==> src/inc/ssr_regs.vh <==
/*
 Wake-reception constants for the serial wake_reception_mode receive block.
 Assumes inclusion by the design file by bare name; definitions only.
*/
`ifndef SSR_REGS_VH
`define SSR_REGS_VH
// ---------------------------------------------------------------
// Register offsets (plain register port, 4-bit address)
// ---------------------------------------------------------------
`define SSR_OFS_CTRL 4'h0
`define SSR_OFS_CH0_DATA 4'h1
`define SSR_OFS_CH1_DATA 4'h2
`define SSR_OFS_STATUS 4'h3
`define SSR_OFS_TRIG 4'h4
// ---------------------------------------------------------------
// Control register fields
// ---------------------------------------------------------------
`define SSR_CTRL_WAKE 0
`define SSR_CTRL_EIE 1
`define SSR_CTRL_SUPP 2
`define SSR_CTRL_PRESC_LSB 4
`define SSR_CTRL_PRESC_W 4
// Trigger register fields (write one to act).
`define SSR_TRIG_START0 0
`define SSR_TRIG_STOP0 1
`define SSR_TRIG_START1 2
`define SSR_TRIG_STOP1 3
`define SSR_TRIG_CLRERR 4
// Status register fields.
`define SSR_ST_EN0 0
`define SSR_ST_EN1 1
`define SSR_ST_BFF1 2
`define SSR_ST_OVF1 3
`define SSR_ST_PEF 4
`define SSR_ST_FEF 5
`define SSR_ST_WAKE 6
`define SSR_ST_BFF0 7
// Divider field of channel data registers.
`define SSR_DIV_LSB 9
`define SSR_DIV_MSB 15
// Reset value of registers.
`define SSR_RST_VAL 16'h0000
`endif

==> src/rtl/ssr_top.v <==
/*
 Serial wake_reception_mode receive: wake reception of one clocked-serial frame on
 channel 0 or one asynchronous frame on channel 1 while the CPU is stopped.
 Assumes the high-speed oscillator clock clock_i keeps running in STOP and
 that software arms the mode as described in the behaviour list.
*/
// Design decisions made here: the placing of the registers and the address-and-strobe port.
`include "ssr_regs.vh"
module ssr_top #(
   parameter INSTANCE = 0,
   parameter PARITY_EN = 1
) (
   // Clock and reset.
   input wire clock_i,
   input wire nrst_i,
   // Register port.
   input wire [3:0] addr_i,
   input wire [15:0] wdata_i,
   input wire wr_i,
   input wire rd_i,
   output reg [15:0] rdata_o,
   // System state.
   input wire cpu_stop_i,
   // Serial pins.
   input wire serial_clock_pin_i,
   input wire serial_data_pin_i,
   input wire async_receive_pin_i,
   // Events to the system.
   output reg clocked_serial_done_irq_o,
   output reg async_receive_done_irq_o,
   output reg async0_error_irq_o,
   output reg wake_reception_mode_o,
   output reg wake_exit_o
);
   // ---------------------------------------------------------------
   // Registers
   // ---------------------------------------------------------------
   reg [15:0] ctrl_r, chan0_data_divider_reg_r, chan1_data_divider_reg_r, tick_cnt_r;
   reg chan0_enable_status_r, chan1_enable_status_r, chan0_full_r;
   reg chan1_buffer_full_flag_r, chan1_overrun_flag_r, parity_error_flag_r, framing_error_flag_r;
   reg [2:0] sck_s_r, rxd_s_r;
   reg [1:0] sdi_s_r;
   reg [3:0] sbit_cnt_r, abit_cnt_r;
   reg [7:0] sshift_r;
   reg [8:0] ashift_r;
   reg [4:0] st_r;
   wire standby_wake_ctrl = ctrl_r[`SSR_CTRL_WAKE];
   wire error_irq_enable = ctrl_r[`SSR_CTRL_EIE];
   wire wake_error_suppress = ctrl_r[`SSR_CTRL_SUPP];
   wire [3:0] presc = ctrl_r[`SSR_CTRL_PRESC_LSB +: `SSR_CTRL_PRESC_W];
   wire [6:0] div1 = chan1_data_divider_reg_r[`SSR_DIV_MSB:`SSR_DIV_LSB];
   // wake gate: bit set and CPU stopped.
   wire wake_on = standby_wake_ctrl && cpu_stop_i;
   // only instance 0 may run async in wake.
   wire async_ok = (INSTANCE == 0);
   // Bit period (div+1) << prescaler; reloads use one less, since the zero count takes a cycle too.
   wire [15:0] bit_len = ({9'h000, div1} + 16'h0001) << presc;
   wire [15:0] half_len = {1'b0, bit_len[15:1]};
   // ---------------------------------------------------------------
   // Pin synchronisers and edge detection
   // ---------------------------------------------------------------
   // two flops before use; third stage only for edges.
   always @(posedge clock_i) begin
      if (!nrst_i) begin
         sck_s_r <= 3'h0;
         rxd_s_r <= 3'h7;
         sdi_s_r <= 2'h0;
      end else begin
         sck_s_r <= {sck_s_r[1:0], serial_clock_pin_i};
         rxd_s_r <= {rxd_s_r[1:0], async_receive_pin_i};
         sdi_s_r <= {sdi_s_r[0], serial_data_pin_i};
      end
   end
   wire sck_rise = sck_s_r[1] && !sck_s_r[2];
   wire rxd_fall = !rxd_s_r[1] && rxd_s_r[2];
   wire rxd = rxd_s_r[1];
   // ---------------------------------------------------------------
   // Async receive state machine
   // ---------------------------------------------------------------
   localparam ST_IDLE = 5'h01;
   localparam ST_START = 5'h02;
   localparam ST_DATA = 5'h04;
   localparam ST_STOP = 5'h08;
   localparam ST_DONE = 5'h10;
   // Frame length in data bits plus optional parity.
   localparam [3:0] NBITS = (PARITY_EN != 0) ? 4'h9 : 4'h8;
   wire tick_end = (tick_cnt_r == 16'h0000);
   wire par_bad = (PARITY_EN != 0) && (^ashift_r);
   wire wr_trig = wr_i && (addr_i == `SSR_OFS_TRIG);
   wire clr_err = wr_trig && wdata_i[`SSR_TRIG_CLRERR];
   wire a_done = (st_r == ST_STOP) && tick_end;
   wire frame_err = a_done && !rxd;
   wire parity_err = a_done && par_bad;
   wire overrun = a_done && chan1_buffer_full_flag_r;
   wire any_err = frame_err || parity_err || overrun;
   // the trade-off: a frame begun outside STOP is still taken.
   always @(posedge clock_i) begin
      if (!nrst_i) begin
         st_r <= ST_IDLE;
         tick_cnt_r <= 16'h0000;
         abit_cnt_r <= 4'h0;
         ashift_r <= 9'h000;
      end else begin
         case (st_r)
            ST_IDLE: begin
               // start-bit edge; runs with CPU stopped.
               if (chan1_enable_status_r && rxd_fall && (async_ok || !standby_wake_ctrl)) begin
                  st_r <= ST_START;
                  tick_cnt_r <= half_len;
               end
            end
            ST_START: begin
               if (tick_end) begin
                  st_r <= rxd ? ST_IDLE : ST_DATA;
                  tick_cnt_r <= bit_len - 16'h0001;
                  abit_cnt_r <= 4'h0;
               end else begin
                  tick_cnt_r <= tick_cnt_r - 16'h0001;
               end
            end
            ST_DATA: begin
               if (tick_end) begin
                  ashift_r <= {rxd, ashift_r[8:1]};
                  abit_cnt_r <= abit_cnt_r + 4'h1;
                  tick_cnt_r <= bit_len - 16'h0001;
                  if (abit_cnt_r == NBITS - 4'h1) begin
                     st_r <= ST_STOP;
                  end
               end else begin
                  tick_cnt_r <= tick_cnt_r - 16'h0001;
               end
            end
            ST_STOP: begin
               if (tick_end) begin
                  st_r <= ST_DONE;
               end else begin
                  tick_cnt_r <= tick_cnt_r - 16'h0001;
               end
            end
            default: begin
               st_r <= ST_IDLE;
            end
         endcase
      end
   end
   // ---------------------------------------------------------------
   // Clocked-serial slave receive (channel 0)
   // ---------------------------------------------------------------
   wire s_done = chan0_enable_status_r && sck_rise && (sbit_cnt_r == 4'h7);
   // while channel 0 is enabled, each synchronised serial clock rising edge shifts one bit.
   always @(posedge clock_i) begin
      if (!nrst_i) begin
         sbit_cnt_r <= 4'h0;
         sshift_r <= 8'h00;
      end else if (!chan0_enable_status_r) begin
         sbit_cnt_r <= 4'h0;
      end else if (sck_rise) begin
         sshift_r <= {sshift_r[6:0], sdi_s_r[1]};
         sbit_cnt_r <= (sbit_cnt_r == 4'h7) ? 4'h0 : sbit_cnt_r + 4'h1;
      end
   end
   // ---------------------------------------------------------------
   // Software registers, flags and channel enables
   // ---------------------------------------------------------------
   // Hardware sets beat software clears for every flag.
   always @(posedge clock_i) begin
      if (!nrst_i) begin
         ctrl_r <= `SSR_RST_VAL;
         chan0_data_divider_reg_r <= `SSR_RST_VAL;
         chan1_data_divider_reg_r <= `SSR_RST_VAL;
         chan0_enable_status_r <= 1'b0;
         chan1_enable_status_r <= 1'b0;
         chan0_full_r <= 1'b0;
         chan1_buffer_full_flag_r <= 1'b0;
         chan1_overrun_flag_r <= 1'b0;
         parity_error_flag_r <= 1'b0;
         framing_error_flag_r <= 1'b0;
      end else begin
         if (wr_i && (addr_i == `SSR_OFS_CTRL)) begin
            ctrl_r <= wdata_i;
         end
         // Divider bits only accept writes while the channel is stopped.
         if (wr_i && (addr_i == `SSR_OFS_CH0_DATA) && !chan0_enable_status_r) begin
            chan0_data_divider_reg_r[`SSR_DIV_MSB:`SSR_DIV_LSB] <= wdata_i[`SSR_DIV_MSB:`SSR_DIV_LSB];
         end
         if (wr_i && (addr_i == `SSR_OFS_CH1_DATA) && !chan1_enable_status_r) begin
            chan1_data_divider_reg_r[`SSR_DIV_MSB:`SSR_DIV_LSB] <= wdata_i[`SSR_DIV_MSB:`SSR_DIV_LSB];
         end
         if (wr_trig && wdata_i[`SSR_TRIG_START0]) begin
            chan0_enable_status_r <= 1'b1;
         end else if (wr_trig && wdata_i[`SSR_TRIG_STOP0]) begin
            chan0_enable_status_r <= 1'b0;
         end
         if (wr_trig && wdata_i[`SSR_TRIG_START1]) begin
            chan1_enable_status_r <= 1'b1;
         end else if (wr_trig && wdata_i[`SSR_TRIG_STOP1]) begin
            chan1_enable_status_r <= 1'b0;
         end
         if (s_done) begin
            chan0_data_divider_reg_r[7:0] <= {sshift_r[6:0], sdi_s_r[1]};
            chan0_full_r <= 1'b1;
         end else if (rd_i && (addr_i == `SSR_OFS_CH0_DATA)) begin
            chan0_full_r <= 1'b0;
         end
         if (a_done) begin
            chan1_data_divider_reg_r[8:0] <= ashift_r;
         end
         // full and overrun flags frozen in wake.
         if (!standby_wake_ctrl) begin
            if (a_done) begin
               chan1_buffer_full_flag_r <= 1'b1;
            end else if (rd_i && (addr_i == `SSR_OFS_CH1_DATA)) begin
               chan1_buffer_full_flag_r <= 1'b0;
            end
            if (overrun) begin
               chan1_overrun_flag_r <= 1'b1;
            end else if (clr_err) begin
               chan1_overrun_flag_r <= 1'b0;
            end
         end
         // suppress blocks parity and framing flags while the wake bit is set.
         if ((frame_err || parity_err) && !(standby_wake_ctrl && wake_error_suppress)) begin
            parity_error_flag_r <= parity_error_flag_r | parity_err;
            framing_error_flag_r <= framing_error_flag_r | frame_err;
         end else if (clr_err) begin
            parity_error_flag_r <= 1'b0;
            framing_error_flag_r <= 1'b0;
         end
      end
   end
   // ---------------------------------------------------------------
   // Interrupts, wake state and read data
   // ---------------------------------------------------------------
   // error interrupt from enable and suppress together.
   // enable clear gives none; enable set, suppress clear gives one.
   wire err_irq = any_err && error_irq_enable && !(standby_wake_ctrl && wake_error_suppress);
   always @(posedge clock_i) begin
      if (!nrst_i) begin
         clocked_serial_done_irq_o <= 1'b0;
         async_receive_done_irq_o <= 1'b0;
         async0_error_irq_o <= 1'b0;
         wake_reception_mode_o <= 1'b0;
         wake_exit_o <= 1'b0;
         rdata_o <= 16'h0000;
      end else begin
         clocked_serial_done_irq_o <= s_done;
         // transfer-end pulse withheld when the error interrupt fires.
         async_receive_done_irq_o <= a_done && !err_irq;
         async0_error_irq_o <= err_irq;
         // wake mode entered on a pin edge, left on completion.
         if (!wake_on || wake_exit_o) begin
            wake_reception_mode_o <= 1'b0;
         end else if ((chan0_enable_status_r && sck_rise) || (chan1_enable_status_r && rxd_fall && async_ok)) begin
            wake_reception_mode_o <= 1'b1;
         end
         wake_exit_o <= wake_reception_mode_o && (s_done || a_done);
         rdata_o <= 16'h0000;
         if (rd_i) begin
            case (addr_i)
               `SSR_OFS_CTRL: rdata_o <= ctrl_r;
               // Divider bits read as zero while the channel runs.
               `SSR_OFS_CH0_DATA: rdata_o <= chan0_enable_status_r ?
                  {8'h00, chan0_data_divider_reg_r[7:0]} : chan0_data_divider_reg_r;
               `SSR_OFS_CH1_DATA: rdata_o <= chan1_enable_status_r ?
                  {7'h00, chan1_data_divider_reg_r[8:0]} : chan1_data_divider_reg_r;
               `SSR_OFS_STATUS: rdata_o <= {8'h00, chan0_full_r, wake_reception_mode_o, framing_error_flag_r,
                  parity_error_flag_r, chan1_overrun_flag_r, chan1_buffer_full_flag_r,
                  chan1_enable_status_r, chan0_enable_status_r};
               default: rdata_o <= 16'h0000;
            endcase
         end
      end
   end
endmodule // ssr_top

==> config.mk <==
export PLATFORM = sky130hd
export DESIGN_NAME = ssr_top
export DESIGN_NICKNAME = d
export VERILOG_FILES = /design/src/rtl/ssr_top.v
export VERILOG_INCLUDE_DIRS = /design/src /design/src/inc
export SDC_FILE = /design/constraint.sdc
export NUM_CORES = 1
export LEC_CHECK = 0
export CAP_MARGIN = 10
export CORE_MARGIN = 2
export CORE_UTILIZATION = 30
export CTS_CLUSTER_SIZE = 24
export DETAILED_ROUTE_END_ITERATION = 6
export DONT_BUFFER_PORTS = 1
export PLACE_DENSITY = 0.53
export RECOVER_POWER = 25
export SYNTH_ARGS = -nofsm -noshare
export SYNTH_HDL_FRONTEND = slang
export SYNTH_SLANG_ARGS = --single-unit
==> constraint.sdc <==
create_clock -name clock_i -period 7.1 [get_ports clock_i]
set_input_delay 0.71 -clock clock_i [delete_from_list [all_inputs] [get_ports clock_i]]
set_output_delay 0.71 -clock clock_i [all_outputs]
set_load 0.05 [all_outputs]
==> results of run 1 <==
per-layer routing:
metal	wire, um	up-vias	track usage
met3	948	24	0.0303
met5	0	-	0
met4	326	0	0.0582
met1	9450	2907	0.234
li1	-	3000	-
met2	8970	186	0.259
power groups by stage:
stage | Combinational, W | Clock (W) | Sequential, W
6_report | 0.0000591 | 0.000898 | 0.000730
5_1_grt | 0.0000658 | 0.000947 | 0.000730
4_1_cts | 0.0000589 | 0.000911 | 0.000730
3_5_place_dp | 0.0000585 | 0 | 0.000746
3_3_place_gp | 0.0000591 | 0 | 0.000746
2_1_floorplan | 0.0000544 | 0 | 0.000742
cells in the final DEF, fill, tap and decap left out, types with 4 or more instances in the layout:
| master | n |
|---|---|
| inv_1 | 20 |
| a31oi_1 | 4 |
| o21ai_0 | 29 |
| xnor2_1 | 19 |
| nand3b_1 | 5 |
| a22oi_1 | 8 |
| a222oi_1 | 7 |
| o221ai_1 | 4 |
| ha_1 | 6 |
| and3_1 | 5 |
| mux2i_1 | 6 |
| clkbuf_16 | 17 |
| nor3b_1 | 6 |
| nand4b_1 | 6 |
| a21oi_1 | 103 |
| a211oi_1 | 12 |
| or3_1 | 6 |
| nand4_1 | 7 |
| nand2b_1 | 12 |
| buf_4 | 6 |
| a311oi_1 | 4 |
| nor3_1 | 15 |
| o21ai_1 | 5 |
| nand2_1 | 127 |
| dfxtp_1 | 128 |
| nor2b_1 | 10 |
| nand3_1 | 58 |
| xor2_1 | 13 |
| nor4_1 | 6 |
| o31a_1 | 4 |
| and2_1 | 6 |
| inv_6 | 6 |
| mux4_2 | 5 |
| nor2_1 | 73 |
| inv_8 | 5 |
| a211oi_2 | 4 |
layout make-up:
| type | instances | area share |
|---|---|---|
| clock buffer | 17 | 0.0563 |
| tap | 285 | 0.0472 |
| multi-input combinational | 645 | 0.517 |
| inverter | 21 | 0.0104 |
| sequential | 128 | 0.339 |
| clock inverter | 15 | 0.0222 |
| timing repair buffer | 7 | 0.00745 |
worst register-to-register path, stage by stage, from the launching register on:
cell      delay, ns
dfxtp_1        0.64
ha_1           0.50
xnor2_1        0.24
mux2i_1        0.24
a21oi_1        0.41
o211ai_1       0.27
nor4_2         0.39
nand4_1        0.16
xnor2_1        0.15
o41a_1         0.36
state kept, by name (all words and copies together) (netlist names), 2 cells and up:
| register | count |
|---|---|
| abit_cnt_r | 4 |
| ashift_r | 9 |
| chan0_data_divider_reg_r | 15 |
| chan1_data_divider_reg_r | 16 |
| ctrl_r | 16 |
| rdata_o | 16 |
| rxd_s_r | 3 |
| sbit_cnt_r | 4 |
| sck_s_r | 3 |
| sdi_s_r | 2 |
| sshift_r | 7 |
| st_r | 5 |
| tick_cnt_r | 16 |
stage by stage:
step	setup WS [ns]	power, W	instances	util	area, sq um
6_report	3.64	0.00169	1118	0.337	7550
5_1_grt	3.42	0.00174	1118	0.337	7550
4_1_cts	3.72	0.00170	1117	0.336	7540
3_5_place_dp	3.73	0.000805	1085	0.310	6950
3_3_place_gp	3.76	0.000805	1085	0.310	6950
2_1_floorplan	4.38	0.000796	849	-	6800
cells in the mapped netlist, drive strengths merged (4+ instances only):
master / instances / area [sq um]
nand2: 127 / 477
nand4: 7 / 43.8
nand2b: 12 / 75.1
nor2b: 10 / 62.6
and2: 8 / 50.1
o21ai: 34 / 170
inv: 21 / 78.8
buf: 18 / 123
nor4: 9 / 92.6
o31a: 4 / 35.0
a2111oi: 4 / 61.3
and3: 5 / 31.3
nand3b: 5 / 37.5
xnor2: 19 / 166
a31oi: 4 / 25.0
mux4: 5 / 113
a222oi: 7 / 70.1
nand4b: 6 / 52.6
mux2: 4 / 48.8
a211oi: 16 / 140
nor3b: 6 / 45.0
ha: 6 / 75.1
nor3: 17 / 101
dfxtp: 128 / 2560
or2: 4 / 25.0
a311oi: 5 / 50.0
clkbuf: 37 / 139
o221ai: 4 / 35.0
xor2: 13 / 114
nor2: 73 / 274
mux2i: 6 / 60.1
or3: 7 / 48.8
a21oi: 103 / 515
nand3: 59 / 300
a22oi: 8 / 60.1
worst min path at each step:
stage / endpoint
floorplan: rxd_s_r[1]$_SDFF_PN1_
global placement: rxd_s_r[1]$_SDFF_PN1_
detailed placement: rxd_s_r[1]$_SDFF_PN1_
CTS: rxd_s_r[0]$_SDFF_PN1_
global route: rxd_s_r[0]$_SDFF_PN1_
finish: rxd_s_r[0]$_SDFF_PN1_
kinds of logic after synthesis:
| kind of cell | share of synthesized area |
|---|---|
| multiplexers | 0.0326 |
| AND/OR/NAND/NOR | 0.268 |
| flip-flops | 0.377 |
| XOR/XNOR | 0.0412 |
| adder cells (fa/ha/maj) | 0.0110 |
| AO/OA/AOI/OAI | 0.220 |
| buffers and inverters | 0.0500 |
==> metrics.txt, run 1 <==
status=complete, no violations; num rows=55; DRC=0; antenna-violating nets left=0; DR WL/cell=17.6 um; max frequency=289 MHz; Seq cells post-synth=128; RD Place Congestion=0.846; clock skew after layout=0.0128 ns; chip width=155 um; sw power=0.000441 W; Reg power frac=0.433; Overflow after GRT=0; Pint=0.00125 W; CP required=7.41 ns; Clock Latency Late Sink=0.43 ns; Hold Vio Cnt, Final=0; post-CTS setup repair buffer count=0; worst-margin pin slew=1.04 ns; CP Buf/Inv Count=0; global-route wire length before repair=31.8 mm; Final min period=3.46 ns; post-synth net total=883; setup TNS after final layout=0 ns; Critical Path End=tick_cnt_r[14]$_SDFFE_PN0P_; PwrDens=223 nW/um^2; max_slew headroom=0.303; Unique masters post-synth=84; Switching Share=0.261; Resized cells post-CTS=0; sequential area share after synthesis=0.377; Lkg Pwr=2.47 nW; HP Class=input port to register; Starting Density=0.303; clock root cell=clkbuf_16; Clock Power Share=0.532; Hold Buf Count CTS=0; Hold WS=0.377 ns; reg2reg start=chan1_data_divider_reg_r[9]$_SDFFE_PN0P_; Sequential cell area=2560 sq um; CTS tree=yes; WP depth=9; worst setup path start=chan1_data_divider_reg_r[9]$_SDFFE_PN0P_; RSZ-0062 raised after global routing=false; WL final=19.7 mm; area added between synthesis and finish=11.0%; cell area after synthesis=6800 sq um; total of max-cap violations=0; arrival time at the worst endpoint=3.77 ns; WS Path Type=register to register; Mapped Cells=849; H-tree lvl count=4; CP Capture Type=register; syn_area_per_cell=8.01 sq um; TritonRoute pass-1 iters=5; slowest CP cell=dfxtp_1; Async S/R FF share, synth=0; clock-pin slew on the worst setup and hold paths=0.07 ns; Finish-stage setup viols=0; nets=854; Synthesis Warnings=0; antenna violations before repair=0; CP Cell Sequence=ha_1 > xnor2_1 > mux2i_1 > a21oi_1 > o211ai_1 > nor4_2 > nand4_1 > xnor2_1 > o41a_1; maximum root-to-sink buffer count=2; proportion of layout cells with a drive suffix above 1=0.0864; die area=23,900 sq um; peak supply drop=145 uV; via count of the routed design=6,117; reg2reg end=tick_cnt_r[14]$_SDFFE_PN0P_; vias per cell=5.47; number of fill cells in the layout=2,369; worst stage delay on the critical path=0.64 ns; PortBufs=0; multi-input logic area=3910 sq um; hold path startpoint=nrst_i; overall routing resource usage=0.167; number of synthesized flops with an enable pin=0; Iter 0 DRT Violations=586; largest net degree at the start of global routing=72; worst reg-to-reg path cell count=9; Top FF cell, synth=dfxtp_1; vias in the first global route=5,758; startpoint types=register; worst reg-to-reg setup slack=3.64 ns; Final Max Tran Viols=0; die height=155 um; dpl hpwl=13.6 mm; Core Area=22,400 sq um; Critical Path Fanout Max=15; clk sinks=128; antenna cells=0; critical path's top delay family=compound AO/OA/AOI/OAI gates; Most common cell on crit path=xnor2_1; Num CTS Buffers=17; IO Count=49; hold path cells=1; crit share post-route=0.487; combinational group share of total power=0.035
Power figures use the tool's default switching activity.
==> run 2, diff against run 1 <==
Settings changed: ABC_AREA set to 1.
Clock period 7.1 ns to 3.27 ns, I/O delays scaled along.
==> run 2 against run 1 <==
Compared with the run above: worst setup slack got worse by 3.0 ns; clock-buffer cell count is 1 higher; largest power group is now combinational logic; largest cell class unchanged; clock power up 110%; critical endpoint is now tick_cnt_r[12]$_SDFFE_PN0P_; wire length fell by 9.6%; highest routed layer unchanged; critical path depth rose by 9.
==> metrics.txt, run 2 <==
status=complete, no violations; number of fill cells in the layout=2,356; maximum root-to-sink buffer count=2; worst stage delay on the critical path=0.59 ns; PortBufs=0; reg2reg start=ctrl_r[5]$_SDFFE_PN0P_; antenna-violating nets left=0; WL final=17.8 mm; number of synthesized flops with an enable pin=0; most common cell in the netlist=nand2_1; vias in the first global route=6,002; chip width=153 um; post-synthesis compound-gate area fraction=0.193; peak supply drop=398 uV; post-synth net total=994; Most common cell on crit path=nand2_1; worst setup path start=ctrl_r[5]$_SDFFE_PN0P_; die area=23,400 sq um; Final Max Tran Viols=0; clock root cell=clkbuf_16; nets=992; proportion of layout cells with a drive suffix above 1=0.0793; Clock Latency Late Sink=0.43 ns; RD Place Congestion=0.824; CP Cell Sequence=inv_1 > nand3_1 > nor2_1 > inv_1 > ha_1 > nand2_1 > inv_1 > nand2_1 > inv_1 > nand2_1 > inv_1 > nand3_2 > nor2_4 > nand2_1 > nand2_1 > nand3_1 > nand2_1 > a21oi_1; largest family of logic cells by synthesized area=simple AND/OR/NAND/NOR gates; Cells after DPL=1,215; clock-pin slew on the worst setup and hold paths=0.06 ns; overall routing resource usage=0.157; PwrDens=757 nW/um^2; Num CTS Buffers=17; most frequent cells in the layout=nand2_1, dfxtp_1, inv_1; Async S/R FF share, synth=0; Mapped Cells=960; syn_area_per_cell=6.93 sq um; crit share post-route=0.810; RSZ-0062 raised after global routing=false; Lkg Pwr=3.10 nW; die height=153 um; antenna violations before repair=0; hold path startpoint=wdata_i[0]; total of max-cap violations=0; slowest CP cell=dfxtp_1; area added between synthesis and finish=13.2%; simple-gate area share of the yosys netlist=0.277; wl on met1=8.58 mm; CTS tree=yes; TritonRoute pass-1 iters=5; DR WL/cell=14.2 um; WS Path Type=register to register; arrival time at the worst endpoint=2.96 ns; max_slew headroom=0.393; Core Area=21,800 sq um; startpoint types=register; Starting Density=0.305; post-CTS setup repair buffer count=0; adder-cell share of the synthesized area=0.0113; DRC=0; Iter 0 DRT Violations=326; H-tree lvl count=4; cell area after synthesis=6660 sq um; via count of the routed design=6,177; XOR/XNOR Fraction of Synth Area=0.0329; setup TNS after final layout=0 ns; critical path's top delay family=simple AND/OR/NAND/NOR gates; HP Class=input port to register; CP Buf/Inv Count=5; worst-margin pin slew=0.905 ns; CP Capture Type=register; Critical Path Fanout Max=14; met3 WL=614 um; clk sinks=128; Top FF cell, synth=dfxtp_1; CP required=3.58 ns; Seq cells post-synth=128; Final min period=2.65 ns; vias per cell=4.94; IO Count=49; num rows=54; antenna cells=0; synth cell count leaders=nand2_1, dfxtp_1, inv_1, nor2_1, o21ai_0; met2 wire len=8.23 mm; sequential area share after synthesis=0.385; top area cells in the synthesized netlist=dfxtp_1, nand2_1, o21ai_0; largest net degree at the start of global routing=79; most common cell after layout, fill and taps aside=nand2_1; global-route wire length before repair=30.1 mm; fin cells=1,251; max frequency=378 MHz; Unique masters post-synth=46; Synthesis Warnings=0; post-synth top area share=0.385; multi-input logic area=3420 sq um; Finish-stage setup viols=0; top layer in use=met4; clock skew after layout=0.0118 ns; mux contribution to synthesized area=0; Sequential cell area=2560 sq um; dpl hpwl=12.8 mm; Overflow after GRT=0; Hold Vio Cnt, Final=0; Synth area leader=dfxtp_1
[run 2: cell count changes after synthesis, sizes merged, moves of 12 or more]
cell	previous run	this run
a21oi	103	70
clkbuf	37	25
inv	21	132
nand2	127	156
nand2b	12	0
nand3	59	90
nor2	73	121
o21ai	34	103
o22ai	3	16
[run 2: cell type report]
type | count | area share
flip-flops and latches | 128 | 0.340
inverters | 136 | 0.0684
well taps | 280 | 0.0465
clock inverters | 14 | 0.0191
clock buffers | 18 | 0.0583
multi-input cells | 662 | 0.454
repair buffers | 13 | 0.0133
[run 2: timing repair]
action                    4_1_cts  5_1_grt
hold buffers                    4        0
hold endpoints to repair        7        0
resized for setup               0        0
[run 2: kinds of logic (layout without fill, tap and decap cells)]
kind of cell	after synthesis	after routing
buffers and inverters	170	181
xor gates and xnor gates	25	25
DFF	128	128
AOI/OAI and AO/OA	228	228
adders and majority gates	6	6
and+or+nand+nor	403	403
[run 2: report_power, final]
| part | internal, W | total, W | switching, W |
|---|---|---|---|
| logic | 0.000649 | 0.00195 | 0.00130 |
| registers | 0.00171 | 0.00188 | 0.000169 |
| clock network | 0.00109 | 0.00188 | 0.000795 |
[run 2: worst paths after layout]
path	to	slack [ns]	cells past startpoint
worst max-delay path	tick_cnt_r[12]$_SDFFE_PN0P_	0.62	18
worst min-delay path	chan0_enable_status_r$_SDFFE_PN0P_	0.04	1
worst max register to register	tick_cnt_r[12]$_SDFFE_PN0P_	0.62	18
worst min register to register	sdi_s_r[1]$_SDFF_PN0_	0.41	2
[run 2: worst register-to-register path: stages (launching register included)]
cell	delay, ns
dfxtp_1	0.59
inv_1	0.34
nand3_1	0.25
nor2_1	0.06
inv_1	0.09
ha_1	0.18
nand2_1	0.06
inv_1	0.07
nand2_1	0.07
inv_1	0.05
nand2_1	0.06
inv_1	0.08
nand3_2	0.11
nor2_4	0.17
nand2_1	0.07
nand2_1	0.05
nand3_1	0.09
nand2_1	0.08
a21oi_1	0.06
[run 2: per-layer routing]
| layer | GRT usage | vias to the layer above |
|---|---|---|
| li1 | - | 3178 |
| met3 | 0.0312 | 29 |
| met2 | 0.256 | 101 |
| met4 | 0.0617 | 0 |
| met5 | 0 | - |
| met1 | 0.204 | 2869 |
[run 2: stage by stage]
step	util	worst slack (ns)	cell area [sq um]	total power (W)	hold WS, ns
floorplan	-	1.07	6660	0.00348	0.390
global placement	0.317	0.644	6920	0.00384	0.393
detailed placement	0.317	0.634	6920	0.00383	0.398
CTS	0.346	0.615	7540	0.00573	0.0220
global route	0.345	0.318	7540	0.00608	0.0254
finish	0.345	0.622	7540	0.00571	0.0422
